`config.mk`:
```
export PLATFORM = sky130hd
export DESIGN_NAME = acs_sequencer
export DESIGN_NICKNAME = d
export VERILOG_FILES = /design/src/logic/acs_pkg.sv /design/src/logic/acs_sequencer.sv
export VERILOG_INCLUDE_DIRS = /design/src /design/src/logic
export SDC_FILE = /design/constraint.sdc
export NUM_CORES = 1
export LEC_CHECK = 0
export BUFFER_PORTS_ARGS = -buffer_cell sky130_fd_sc_hd__clkbuf_2
export CORE_MARGIN = 2
export CORE_UTILIZATION = 48
export CTS_CLUSTER_SIZE = 16
export DETAILED_ROUTE_END_ITERATION = 8
export HOLD_SLACK_MARGIN = 0.12
export PLACE_DENSITY = 0.77
export SLEW_MARGIN = 15
export SYNTH_ARGS = -nofsm -noshare
export SYNTH_HDL_FRONTEND = slang
export SYNTH_SLANG_ARGS = --single-unit
export TNS_END_PERCENT = 50
```
`constraint.sdc`:
```
create_clock -name clock -period 2.3 [get_ports clock]
set_clock_uncertainty 0.1 [all_clocks]
set_input_delay 0.115 -clock clock [delete_from_list [all_inputs] [get_ports clock]]
set_output_delay 0.115 -clock clock [all_outputs]
set_load 0.01 [all_outputs]
```
`src/logic/acs_regs.svh`:
```
// Register indices, field positions, reset values and timing for the conversion sequencer
`ifndef ACS_REGS_SVH
`define ACS_REGS_SVH

// Register indices; byte address is four times the index
`define ACS_IDX_CTRL    16'hfe58
`define ACS_IDX_MODE    16'hfe59
`define ACS_IDX_LOW     16'hfe5a
`define ACS_IDX_HIGH    16'hfe5b
`define ACS_IDX_PORT2_DIGITAL_INHIBIT   16'hfe67
`define ACS_IDX_DRV     16'hfeff

// Reset value of every register
`define ACS_RST_BYTE    8'h00

// Field positions
`define ACS_CTRL_RUN    2
`define ACS_CTRL_DONE   1
`define ACS_CTRL_IE     0
`define ACS_MODE_RES    6
`define ACS_LOW_TSEL    0
`define ACS_DRV_CHMSB   7
`define ACS_CTRL_CH_HI  7
`define ACS_CTRL_CH_LO  4

// Channel codes from this value upward are illegal
`define ACS_CH_LIMIT    5'h14

// Timing: base units of one third of an instruction cycle
`define ACS_CLK_NS      100
`define ACS_THIRD_NS    100
`define ACS_UNIT_CYC    ((`ACS_THIRD_NS + `ACS_CLK_NS - 1) / `ACS_CLK_NS)
`define ACS_UNITS12     52
`define ACS_UNITS8      32
`define ACS_UNITS_FIX   2

`endif

```
`src/logic/acs_pkg.sv`:
```
// Types shared by the conversion sequencer
package acs_pkg;
  typedef enum logic {ACS_IDLE, ACS_CONV} acs_state_e;
  typedef logic [15:0] acs_cnt_t;
endpackage

```
`src/logic/acs_sequencer.sv`:
```
// Conversion sequencer with classic Wishbone register slave
`timescale 1ns/1ps
`include "acs_regs.svh"

module acs_sequencer #(
  parameter int UNITS12 = `ACS_UNITS12,
  parameter int UNITS8  = `ACS_UNITS8
) (
  // Clock and reset
  input  wire logic        clock,
  input  wire logic        rst,
  // Wishbone slave
  input  wire logic        wb_cyc,
  input  wire logic        wb_stb,
  input  wire logic        wb_we,
  input  wire logic [17:0] wb_adr,
  input  wire logic [3:0]  wb_sel,
  input  wire logic [31:0] wb_dat_w,
  output logic      [31:0] wb_dat_r,
  output logic             wb_ack,
  // Converter core
  input  wire logic [11:0] sar_result,
  output logic             conv_active,
  output logic [4:0]       channel_select,
  // Port pins and interrupt
  output logic [7:0]       port2_digital_inhibit,
  output logic             conv_irq
);
  import acs_pkg::*;

  ////////////////////////////////////////////////////////////////////////////
  // Registers
  acs_state_e state_r;
  acs_cnt_t   cnt_r;
  logic [7:0] ctrl_r;
  logic [7:0] mode_r;
  logic [7:0] low_r;
  logic [7:0] high_r;
  logic [7:0] port2_digital_inhibit_r;
  logic [7:0] drv_r;
  logic       first12_r;
  logic       is8_r;
  logic       ack_r;
  logic [7:0] dat_r;

  // Conversion length in clock cycles
  function automatic acs_cnt_t conv_len(input logic [2:0] sel, input logic is8, input logic dbl);
    acs_cnt_t u;
    u = is8 ? acs_cnt_t'(UNITS8) : acs_cnt_t'(UNITS12);
    u = (u << sel) << dbl;
    return acs_cnt_t'((u + acs_cnt_t'(`ACS_UNITS_FIX)) * acs_cnt_t'(`ACS_UNIT_CYC));
  endfunction

  // Register index match
  function automatic logic hit(input logic [17:0] adr, input logic [15:0] idx);
    return adr[17:2] == idx;
  endfunction

  ////////////////////////////////////////////////////////////////////////////
  // Bus decode
  logic       req;
  logic       wr;
  logic [7:0] wd;
  logic       wr_ctrl;
  logic       wr_mode;
  logic       wr_low;
  logic       wr_high;
  logic       wr_p2;
  logic       wr_drv;
  logic [2:0] tsel;
  logic [4:0] chan;
  logic [4:0] new_chan;
  logic       start;
  logic       done_evt;
  logic       abort;

  // A request needs cycle and strobe; lane 0 carries every register
  assign req      = wb_cyc & wb_stb;
  assign wr       = req & wb_we & ack_r & wb_sel[0];  // Write lands at the acking edge
  assign wd       = wb_dat_w[7:0];
  assign wr_ctrl  = wr & hit(wb_adr, `ACS_IDX_CTRL);
  assign wr_mode  = wr & hit(wb_adr, `ACS_IDX_MODE);
  assign wr_low   = wr & hit(wb_adr, `ACS_IDX_LOW);
  assign wr_high  = wr & hit(wb_adr, `ACS_IDX_HIGH);
  assign wr_p2    = wr & hit(wb_adr, `ACS_IDX_PORT2_DIGITAL_INHIBIT);
  assign wr_drv   = wr & hit(wb_adr, `ACS_IDX_DRV);

  // Divider select split over two registers
  assign tsel = {low_r[`ACS_LOW_TSEL], mode_r[1:0]};
  assign chan = {drv_r[`ACS_DRV_CHMSB], ctrl_r[`ACS_CTRL_CH_HI:`ACS_CTRL_CH_LO]};
  // A start is judged on the channel code being written, not the stale one
  assign new_chan = {drv_r[`ACS_DRV_CHMSB], wd[`ACS_CTRL_CH_HI:`ACS_CTRL_CH_LO]};

  // Sequencing events
  assign done_evt = (state_r == ACS_CONV) && (cnt_r == acs_cnt_t'(1));
  assign start    = (state_r == ACS_IDLE) && wr_ctrl && wd[`ACS_CTRL_RUN]
                    && (new_chan < `ACS_CH_LIMIT);
  // Abort only while converting; an end in the same cycle wins
  assign abort    = (state_r == ACS_CONV) && wr_ctrl && !wd[`ACS_CTRL_RUN] && !done_evt;

  ////////////////////////////////////////////////////////////////////////////
  // Bus handshake and read data
  always_ff @(posedge clock or posedge rst) begin
    if (rst) begin
      ack_r <= 1'b0;
      dat_r <= `ACS_RST_BYTE;
    end else begin
      ack_r <= req & ~ack_r;
      if (req & ~ack_r) begin
        if (hit(wb_adr, `ACS_IDX_CTRL))       dat_r <= ctrl_r;
        else if (hit(wb_adr, `ACS_IDX_MODE))  dat_r <= mode_r;
        else if (hit(wb_adr, `ACS_IDX_LOW))   dat_r <= low_r;
        else if (hit(wb_adr, `ACS_IDX_HIGH))  dat_r <= high_r;
        else if (hit(wb_adr, `ACS_IDX_PORT2_DIGITAL_INHIBIT)) dat_r <= port2_digital_inhibit_r;
        else if (hit(wb_adr, `ACS_IDX_DRV))   dat_r <= drv_r;
        else                                  dat_r <= `ACS_RST_BYTE;
      end
    end
  end

  assign wb_ack   = ack_r;
  assign wb_dat_r = {24'h000000, dat_r};

  ////////////////////////////////////////////////////////////////////////////
  // Conversion state and cycle counter
  always_ff @(posedge clock or posedge rst) begin
    if (rst) begin
      state_r <= ACS_IDLE;
      cnt_r   <= acs_cnt_t'(0);
      is8_r   <= 1'b0;
    end else begin
      case (state_r)
        ACS_IDLE: begin
          if (start) begin
            state_r <= ACS_CONV;
            is8_r   <= mode_r[`ACS_MODE_RES];
            cnt_r   <= conv_len(tsel, mode_r[`ACS_MODE_RES],
                                first12_r & ~mode_r[`ACS_MODE_RES]);
          end
        end
        ACS_CONV: begin
          cnt_r <= cnt_r - acs_cnt_t'(1);
          if (done_evt || abort) begin
            state_r <= ACS_IDLE;
          end
        end
        default: state_r <= ACS_IDLE;
      endcase
    end
  end

  // First twelve-bit conversion pending after reset or an 8-to-12 switch
  always_ff @(posedge clock or posedge rst) begin
    if (rst) begin
      first12_r <= 1'b1;
    end else if (wr_mode && mode_r[`ACS_MODE_RES] && !wd[`ACS_MODE_RES]) begin
      first12_r <= 1'b1;
    end else if (done_evt && !is8_r) begin
      first12_r <= 1'b0;
    end
  end

  ////////////////////////////////////////////////////////////////////////////
  // Control register: run bit follows the state, done flag set wins
  always_ff @(posedge clock or posedge rst) begin
    if (rst) begin
      ctrl_r <= `ACS_RST_BYTE;
    end else begin
      if (wr_ctrl) begin
        ctrl_r[7:3]           <= wd[7:3];
        ctrl_r[`ACS_CTRL_IE]  <= wd[`ACS_CTRL_IE];
        ctrl_r[`ACS_CTRL_RUN] <= start | ((state_r == ACS_CONV) & wd[`ACS_CTRL_RUN] & ~done_evt);
      end else if (done_evt) begin
        ctrl_r[`ACS_CTRL_RUN] <= 1'b0;
      end
      if (done_evt) begin
        ctrl_r[`ACS_CTRL_DONE] <= 1'b1;
      end else if (wr_ctrl) begin
        ctrl_r[`ACS_CTRL_DONE] <= wd[`ACS_CTRL_DONE];
      end
    end
  end

  // Mode, port-2 inhibit and driver control registers
  always_ff @(posedge clock or posedge rst) begin
    if (rst) begin
      mode_r  <= `ACS_RST_BYTE;
      port2_digital_inhibit_r <= `ACS_RST_BYTE;
      drv_r   <= `ACS_RST_BYTE;
    end else begin
      if (wr_mode) mode_r <= wd;
      if (wr_p2)   port2_digital_inhibit_r <= wd;
      if (wr_drv)  drv_r <= wd;
    end
  end

  ////////////////////////////////////////////////////////////////////////////
  // Result registers: end of conversion wins over a software write
  always_ff @(posedge clock or posedge rst) begin
    if (rst) begin
      low_r  <= `ACS_RST_BYTE;
      high_r <= `ACS_RST_BYTE;
    end else begin
      // Bits 3..0 belong to software alone
      if (wr_low) low_r[3:0] <= wd[3:0];
      if (done_evt && !is8_r) begin
        low_r[7:4] <= sar_result[3:0];
      end else if (wr_low) begin
        low_r[7:4] <= wd[7:4];
      end
      if (done_evt) begin
        high_r <= is8_r ? sar_result[7:0] : sar_result[11:4];
      end else if (wr_high) begin
        high_r <= wd;
      end
    end
  end

  ////////////////////////////////////////////////////////////////////////////
  // Outputs to the core, pins and interrupt controller
  assign conv_active           = ctrl_r[`ACS_CTRL_RUN];
  assign channel_select        = chan;
  assign port2_digital_inhibit = port2_digital_inhibit_r;
  assign conv_irq              = ctrl_r[`ACS_CTRL_DONE] & ctrl_r[`ACS_CTRL_IE];

  ////////////////////////////////////////////////////////////////////////////
  // Checking helpers: elapsed cycles and independently computed length
  acs_cnt_t el_r;
  acs_cnt_t exp_r;
  logic     dbl_seen_r;

  always_ff @(posedge clock or posedge rst) begin
    if (rst) begin
      el_r       <= acs_cnt_t'(0);
      exp_r      <= acs_cnt_t'(0);
      dbl_seen_r <= 1'b0;
    end else if (start) begin
      el_r       <= acs_cnt_t'(0);
      dbl_seen_r <= first12_r & ~mode_r[`ACS_MODE_RES];
      exp_r      <= acs_cnt_t'((((mode_r[`ACS_MODE_RES] ? UNITS8 : UNITS12) << tsel)
                    * ((first12_r & ~mode_r[`ACS_MODE_RES]) ? 2 : 1) + `ACS_UNITS_FIX) * `ACS_UNIT_CYC);
    end else if (state_r == ACS_CONV) begin
      el_r <= el_r + acs_cnt_t'(1);
    end
  end
endmodule

```
After elaboration in Yosys (flattened, before gate mapping)
Index checks and enable logic that the tools add are counted.

Mux-type cells: 23. Bitwise gates (word level): 20. Equal/unequal tests: 8. Reductions and logical operators: 20. Shift operators: 2. Magnitude comparators: 1. $add $sub $neg: 2.

Operators with widths (count): $eq 16x16->1 const B (6); $mux 8 (9); $pmux 16 s2 (1); $add 16x2->16 const B (1); $eq 16x1->1 const B (1); $mux 16 (1); $shl 16x1->16 (1); $shl 6x3->16 (1); $sub 16x1->16 const B (1); $and 1x1->1 (15); $logic_and 1x1->1 (10); $mux 1 (8); $mux 4 (2); $reduce_bool 2->1 (4); $lt 5x5->1 const B (1); $mux 5 (1); $logic_not 1->1 (4); $not 1->1 (4); $ne 2x2->1 const B (1); $pmux 1 s2 (1); $reduce_and 2->1 (1); $logic_or 1x1->1 (1); $or 1x1->1 (1).

Word-level logic and storage cells: 90. Input port bits: 71. Bits in registers: 76.

Depth between registers and ports, before layout
Gate-level depths: netlist (run 1).

Depth in word-level cells: 11. Gate-level depth with buffers: 7. Depth with buffers taken out: 7.

Worst setup path after synthesis (run 1)
No wires, ideal clock.

Path type: flip-flop to flip-flop. Start point: reg cnt_r[2]. End point: reg low_r[4]. Stages on the path, launching flop included: 6. Library setup time: 125 ps. Data required time: 2075 ps. Slack: 43 ps. Period minus slack after synthesis: 2257 ps. Data arrival time: 2032 ps. Path buffers: 1. Path through: dfrtp_1 buf_2 or4_1 or4_4 nor2_2 mux2_2.

Word-level cells in the longest chain between the ends: 4. Elaborated cells between the ends (all ways): 5. Classes of those cells: 1 x eq/ne; 1 x mux; 3 x reduce/logical.

RTL lines: start: declaration (line acs_sequencer.sv:34) `acs_cnt_t cnt_r;`; start signal: assignment (line acs_sequencer.sv:129) `cnt_r <= acs_cnt_t'(0);`; start signal: assignment (line acs_sequencer.sv:137) `` cnt_r <= conv_len(tsel, mode_r[`ACS_MODE_RES], ``; start signal: assignment (line acs_sequencer.sv:142) `cnt_r <= cnt_r - acs_cnt_t'(1);`; $eq 16x1->1 * (line acs_sequencer.sv:95) `assign done_evt = (state_r == ACS_CONV) && (cnt_r == acs_cnt_t'(1));`; $logic_and 1x1->1 * (line acs_sequencer.sv:95); $logic_and 1x1->1 * (line acs_sequencer.sv:206) `if (done_evt && !is8_r) begin`; $mux 4 or $reduce_bool 2->1 (tied branches); end signal: assignment (line acs_sequencer.sv:201) `` low_r <= `ACS_RST_BYTE; ``; end signal: assignment (line acs_sequencer.sv:207) `low_r[7:4] <= sar_result[3:0];`; end signal: assignment (line acs_sequencer.sv:209) `low_r[7:4] <= wd[7:4];`; end: declaration (line acs_sequencer.sv:37) `logic [7:0] low_r;`.

Every way passes the cells marked *; elsewhere a longest branch is shown, timed or not. A chain may end at the register's enable or synchronous reset.

Worst setup path in the final report (run 1)
Same ends and word-level chain as after synthesis.

==> results of run 1 <==
power breakdown:
group	total (W)	switching, W	internal (W)
registers	0.00138	0.0000193	0.00136
clock network	0.00102	0.000523	0.000497
logic	0.000269	0.000158	0.000111
total	0.00267	0.000700	0.00197
per-stage QoR:
stage / hold slack, ps / total power [W] / cell area, um2 / instances / worst slack (ps)
after floorplan: 78.5 / 0.00155 / 4530 / 474 / 43.4
after global placement: 131 / 0.00164 / 4880 / 627 / 32.2
after detailed placement: 149 / 0.00164 / 4880 / 627 / -7.65
after CTS: 124 / 0.00267 / 5310 / 665 / 22.4
after global routing: 140 / 0.00276 / 5340 / 665 / -8.79
final: 129 / 0.00267 / 5340 / 665 / 55.2
worst min-delay path, delay by kind of cell:
kind | cells | cell delay [ps]
muxes | 1 | 220
buffers and inverters | 1 | 130
and+or+nand+nor | 1 | 90
cell usage after synthesis (all sizes together), types with 9 or more instances:
master and instances:
nand2 27, buf 40, mux2i 9, nand4 9, o211ai 12, nor2 26, o21ai 22, o22ai 10
clkbuf 12, a21oi 31, a211oi 9, mux2 43, dfrtp 75, nor2b 11, nand3 23, a22oi 10
layer usage:
layer  part of all wire [%]  vias to the layer above  GRT usage, %
li1                       -                     1822             -
met2                     50                      144          37.7
met5                      0                        -             0
met4                    2.7                        0          10.3
met3                    5.3                       28          3.41
met1                     42                     1916          30.9
cell type report:
type / instances / area share (%)
clock buffer: 9 / 2.32
clock inverter: 6 / 1.22
inverter: 9 / 0.633
multi-input combinational: 337 / 42.8
sequential: 76 / 35.7
tap: 111 / 2.60
timing repair buffer: 117 / 14.8
sequential cells by signal, summed over array words and instances, names as in the netlist, 8 cells and up:
name                   count
cnt_r                     16
ctrl_r                     8
dat_r                      8
drv_r                      8
high_r                     8
low_r                      8
mode_r                     8
port2_digital_inhibit      8
repair_timing:
item	in CTS	in global routing
setup endpoints to repair	6	12
endpoints found under the hold margin	72	0
hold buffers	23	0
gates resized for setup	1	5
cell families (layout without fill, tap and decap cells):
kind of cell	after synthesis	count (layout)	share of synthesized area, %
AOI/OAI and AO/OA	114	114	16.4
xor gates and xnor gates	4	4	0.789
adders and majority gates	2	2	0.563
buffers and inverters	61	141	8.42
DFF	76	76	42.8
muxes	52	52	12.9
other	1	24	0.0844
and+or+nand+nor	141	141	18.0
worst max path at each step:
stage | depth (start not counted) | end
finish | 4 | low_r[4]
global route | 4 | low_r[4]
CTS | 4 | low_r[4]
detailed placement | 5 | low_r[4]
global placement | 5 | low_r[5]
floorplan | 5 | low_r[4]
==> run summary, run 1 <==
* proportion of synthesized chip area in sequential cells: 42.8%
* final cycle utilization of the critical path: 97.6%
* number of enable-type register cells in the synthesized netlist: 0
* max_slew headroom: 54.8%
* insertion delay of the later-clocked pin in the worst-skew pair: 360 ps
* portion of synthesized cell area occupied by the leading cell type: 42.3%
* 1st-pass router iterations: 5
* top cells by area in the synthesized netlist: dfrtp_1 42%, mux2_2 9.9%, buf_4 5.2%, a21oi_1 3.5%, nand3_1 2.4%
* actual slew at the worst max-slew pin: 677 ps
* global-route wire length before repair: 18,100 um
* number of maximum-capacitance constraint violations: 0
* number of post-CTS setup repair buffers: 0
* Arr. time, crit path: 2380 ps
* worst path bufs/invs: 0
* share of post-route cells with drive strength above 1: 30.0%
* Yosys warning count: 0
* asr flop ratio synth: 100%
* final hold viol count: 0
* remaining number of nets flagged by the antenna check after routing: 0
* count of port buffers added during placement: 65
* largest net degree at the start of global routing: 32
* number of nets in the layout: 623
* leakage: 2.46 nW
* total track usage: 23.2%
* post-synth top area cell: dfrtp_1
* via count of the first global-routing pass: 3,632
* Clock Tree Buf Depth: 2
* starting DRC count in detailed routing: 239
* count of endpoints failing setup in the final report: 0
* final routed wirelength across all metal layers: 11,400 um
* per-cell routed wire length: 17.1 um
* terminus of the critical flop-to-flop path: low_r[4]
* crit path max fanout: 4
* type of destination of the critical path: flip-flop
* most common cell after layout, fill and taps aside: dfrtp_1
* area taken by flip-flops and latches: 1900 um2
* length in cells of the worst reg-to-reg path: 4
* achievable frequency: 0.445 GHz
* source of the critical timing path: cnt_r[2]
* CORE AREA: 9110 um2
* DRC Markers: 0
* Total Die Area: 10,000 um2
* via density per instance: 5.88
* Hold Path Depth: 3
* Final Critical Period: 2240 ps
* clock slew at the register clock pins of the worst setup and hold paths: 80 ps
* DIE WIDTH: 100 um
* htree depth: 3
* highest-count cells in the layout ignoring fill and taps: 75 x dfrtp_1, 65 x clkbuf_2, 39 x mux2_2
* initial antenna violation count: 0
* Area growth syn-to-layout: 20.1%
* Cells after Synth: 451
* Root Buffer: clkbuf_8
* final weighted congestion in routability-driven placement: 0.890
* via count: 3,910
* critical path startpoint category: flip-flop
* kind of cell adding the most delay to the critical path: simple AND/OR/NAND/NOR gates
* TritonCTS clock tree: yes
* Worst Hold Endpoint: port2_digital_inhibit[1]
* worst vdd ir: 0.000314 V
* internal reg-to-reg setup slack: 60 ps
* count of cell types in the netlist: 62
* worst min-delay path class: in -> reg
* power per cell area: 501 nW/um2
* Worst Path Class, Setup: reg -> reg
* cell chain of the critical path: or4_1, or4_4, nor2_4, mux2_2
* clock sink count: 76
* Post-Route Utilization: 58.6%
* startpoint of the worst register-to-register path: cnt_r[2]
* count of state elements after synthesis: 76
* number of diodes: 0
* hold wc startpoint: wb_adr[5]
* highest cell delay on the worst timing path: 560 ps
* final max-slew violation count: 0
* predominant post-synthesis flop cell: dfrtp_1
* result of the run: finished clean
* final-layout fill cell count: 772
* Setup TNS: 0 ps
* initial cell density of the core: 48.8%
* total CTS buffers: 9
* Core Rows: 35
* required time of the worst setup path: 2430 ps
* unrepaired setup endpoints after global routing: yes
* syn_area_per_cell: 9.85 um2
* GRT Residual Overflow: 0
* area of the multi-input gates: 2280 um2
* standard cell with the maximum stage delay on the critical path: or4_1
* HPWL after DPL: 7990 um
* area of the mapped netlist: 4440 um2
* vertical die dimension: 100 um
* number of I/O pins: 119
(Power assumes the default switching activity.)
==> run 2, diff against run 1 <==
CORE_ASPECT_RATIO = 0.7   (was unset)
CORE_MARGIN = 1   (was 2)
==> run 2 against run 1 <==
Effect of this change:
- power rose by 22%
- hold slack improved by 25 ps
- maximum frequency fell by 0.27%
- flip-flop and latch count did not move
- clock power rose by 57%
- global-route usage rose by 2.9 points
- die area fell by 3.9%
- combinational power fell by 2%
- largest cell class unchanged
- critical endpoint is now high_r[5]
- cell count rose by 0.45%
- sequential power barely moved
- sequential share of layout area fell by 0.94 points
==> run summary, run 2 (synthesis results as in run 1) <==
* cell chain of the critical path: or4_1, or4_4, buf_4, a211oi_1, a21oi_1
* crit path max fanout: 10, +6
* most common cell after layout, fill and taps aside: dfrtp_1
* leakage: 2.50 nW, +1.6%
* worst vdd ir: 0.000479 V, +52%
* actual slew at the worst max-slew pin: 727 ps, +49.5 ps
* worst min-delay path class: in -> reg
* per-cell routed wire length: 17.4 um, +1.9%
* max FFs per register: 16, unchanged
* required time of the worst setup path: 2410 ps, -20 ps
* Total Die Area: 9650 um2, -3.9%
* clock sink count: 76, unchanged
* final routed wirelength across all metal layers: 11,600 um, +2.4%
* worst hold margin: 154 ps, +25.1 ps
* hold wc startpoint: sar_result[11]
* achievable frequency: 0.444 GHz, -0.27%
* unrepaired setup endpoints after global routing: yes
* 1st-pass router iterations: 5, unchanged
* DIE WIDTH: 117 um, +17%
* TritonCTS clock tree: yes
* total track usage: 26.1%, +2.9 points
* highest cell delay on the worst timing path: 570 ps, about the same
* source of the critical timing path: cnt_r[2]
* insertion delay of the later-clocked pin in the worst-skew pair: 340 ps, -20 ps
* number of I/O pins: 119, unchanged
* Final Critical Period: 2250 ps, +6.05 ps
* clock slew at the register clock pins of the worst setup and hold paths: 60 ps, -20 ps
* critical path startpoint category: flip-flop
* final hold viol count: 0, unchanged
* share of post-route cells with drive strength above 1: 30.7%, +0.69 points
* standard cell with the maximum stage delay on the critical path: or4_1
* count of port buffers added during placement: 65, unchanged
* Worst Hold Endpoint: high_r[7]
* sum of internal, switching and leakage power: 0.00325 W, +22%
* HPWL after DPL: 8210 um, +2.8%
* CORE AREA: 8720 um2, -4.2%
* Arr. time, crit path: 2370 ps, about the same
* via density per instance: 5.87, -0.12%
* power per cell area: 593 nW/um2, +18%
* count of endpoints failing setup in the final report: 0, unchanged
* final max-slew violation count: 0, unchanged
* final weighted congestion in routability-driven placement: 0.881, -1.1%
* largest net degree at the start of global routing: 77, +140%
* remaining number of nets flagged by the antenna check after routing: 0, unchanged
* number of nets in the layout: 617, -0.96%
* initial cell density of the core: 50.9%, +2.2 points
* number of diodes: 0, unchanged
* Root Buffer: clkbuf_16
* length in cells of the worst reg-to-reg path: 5, +1
* Hold Path Depth: 4, +1
* initial antenna violation count: 0, unchanged
* DRC Markers: 0, unchanged
* startpoint of the worst register-to-register path: cnt_r[2]
* vertical die dimension: 82.5 um, -18%
* type of destination of the critical path: flip-flop
* starting DRC count in detailed routing: 414, +73%
* highest-count cells in the layout ignoring fill and taps: 75 x dfrtp_1, 65 x clkbuf_2, 39 x mux2_2
* total CTS buffers: 9, unchanged
* Core Rows: 28, -20%
* via count of the first global-routing pass: 3,641, +0.25%
* max_slew headroom: 51.5%, -3.2 points
* result of the run: finished clean
* final cycle utilization of the critical path: 97.9%, +0.26 points
* Setup TNS: 0 ps, unchanged
* Worst Path Class, Setup: reg -> reg
* Clock Tree Buf Depth: 2, unchanged
* htree depth: 3, unchanged
* number of maximum-capacitance constraint violations: 0, unchanged
* Post-Place Cells: 633, +0.96%
* internal reg-to-reg setup slack: 50 ps, about the same
* GRT Residual Overflow: 0, unchanged
* via count: 3,923, +0.33%
* Final Non-Filler Cells: 668, +0.45%
* terminus of the critical flop-to-flop path: high_r[5]
* global-route wire length before repair: 18,500 um, +2.3%
* top register by number of flip-flops: cnt_r
* Area growth syn-to-layout: 23.4%
==> run 2: final cells by class <==
cell class	instances	area, um2
Tap cell	120	150
Inverter	9	33.8
Clock inverter	6	114
Sequential cell	76	1900
Timing Repair Buffer	111	746
Multi-Input combinational cell	337	2310
Clock buffer	9	225
Fill cell	724	3240
==> run 2: power by group <==
group | internal [W] | switching (W) | total [W] | leakage [nW]
Sequential | 0.00137 | 0.0000179 | 0.00138 | 0.977
Clock | 0.00105 | 0.000549 | 0.00160 | 0.158
Combinational | 0.000105 | 0.000158 | 0.000263 | 1.37
Total | 0.00253 | 0.000725 | 0.00325 | 2.50
==> run 2: per-layer routing <==
layer	GRT usage, %	vias up	routed length, um
met3	8.47	20	1030
met4	8.23	0	176
met1	36.0	1929	5360
met2	39.0	164	5070
met5	0	-	0
li1	-	1810	-
==> run 2: per-stage QoR <==
step                      utilization, %  instance area (um2)  setup slack [ps]
after floorplan                        -                 4530              43.4
after global placement              56.0                 4880              12.4
final                               62.8                 5480              49.2
after global routing                62.8                 5480             -48.2
after CTS                           62.2                 5430              3.29
after detailed placement            56.0                 4880             -39.7
==> run 2: worst max-delay path by stage <==
stage / to / slack (ps) / cells after the start
final: high_r[5] / 50 / 5
after global routing: high_r[2] / -50 / 6
after detailed placement: high_r[7] / -40 / 6
after CTS: high_r[7] / 3 / 6
after global placement: high_r[2] / 10 / 6
after floorplan: low_r[4] / 40 / 5
==> run 2: critical path, delay by kind of cell, from the launching register on <==
| kind | cells | cell delay (ps) |
|---|---|---|
| buf+inv | 1 | 210 |
| flops | 1 | 370 |
| simple gates | 2 | 1130 |
| compound gates | 2 | 330 |
==> run 2: what timing repair did <==
action,in CTS,in global routing
endpoints found under the setup margin,8,14
gates cloned,0,0
hold buffers,20,0
buffers inserted,0,0
hold endpoints to repair,120,0
gates resized for setup,1,10
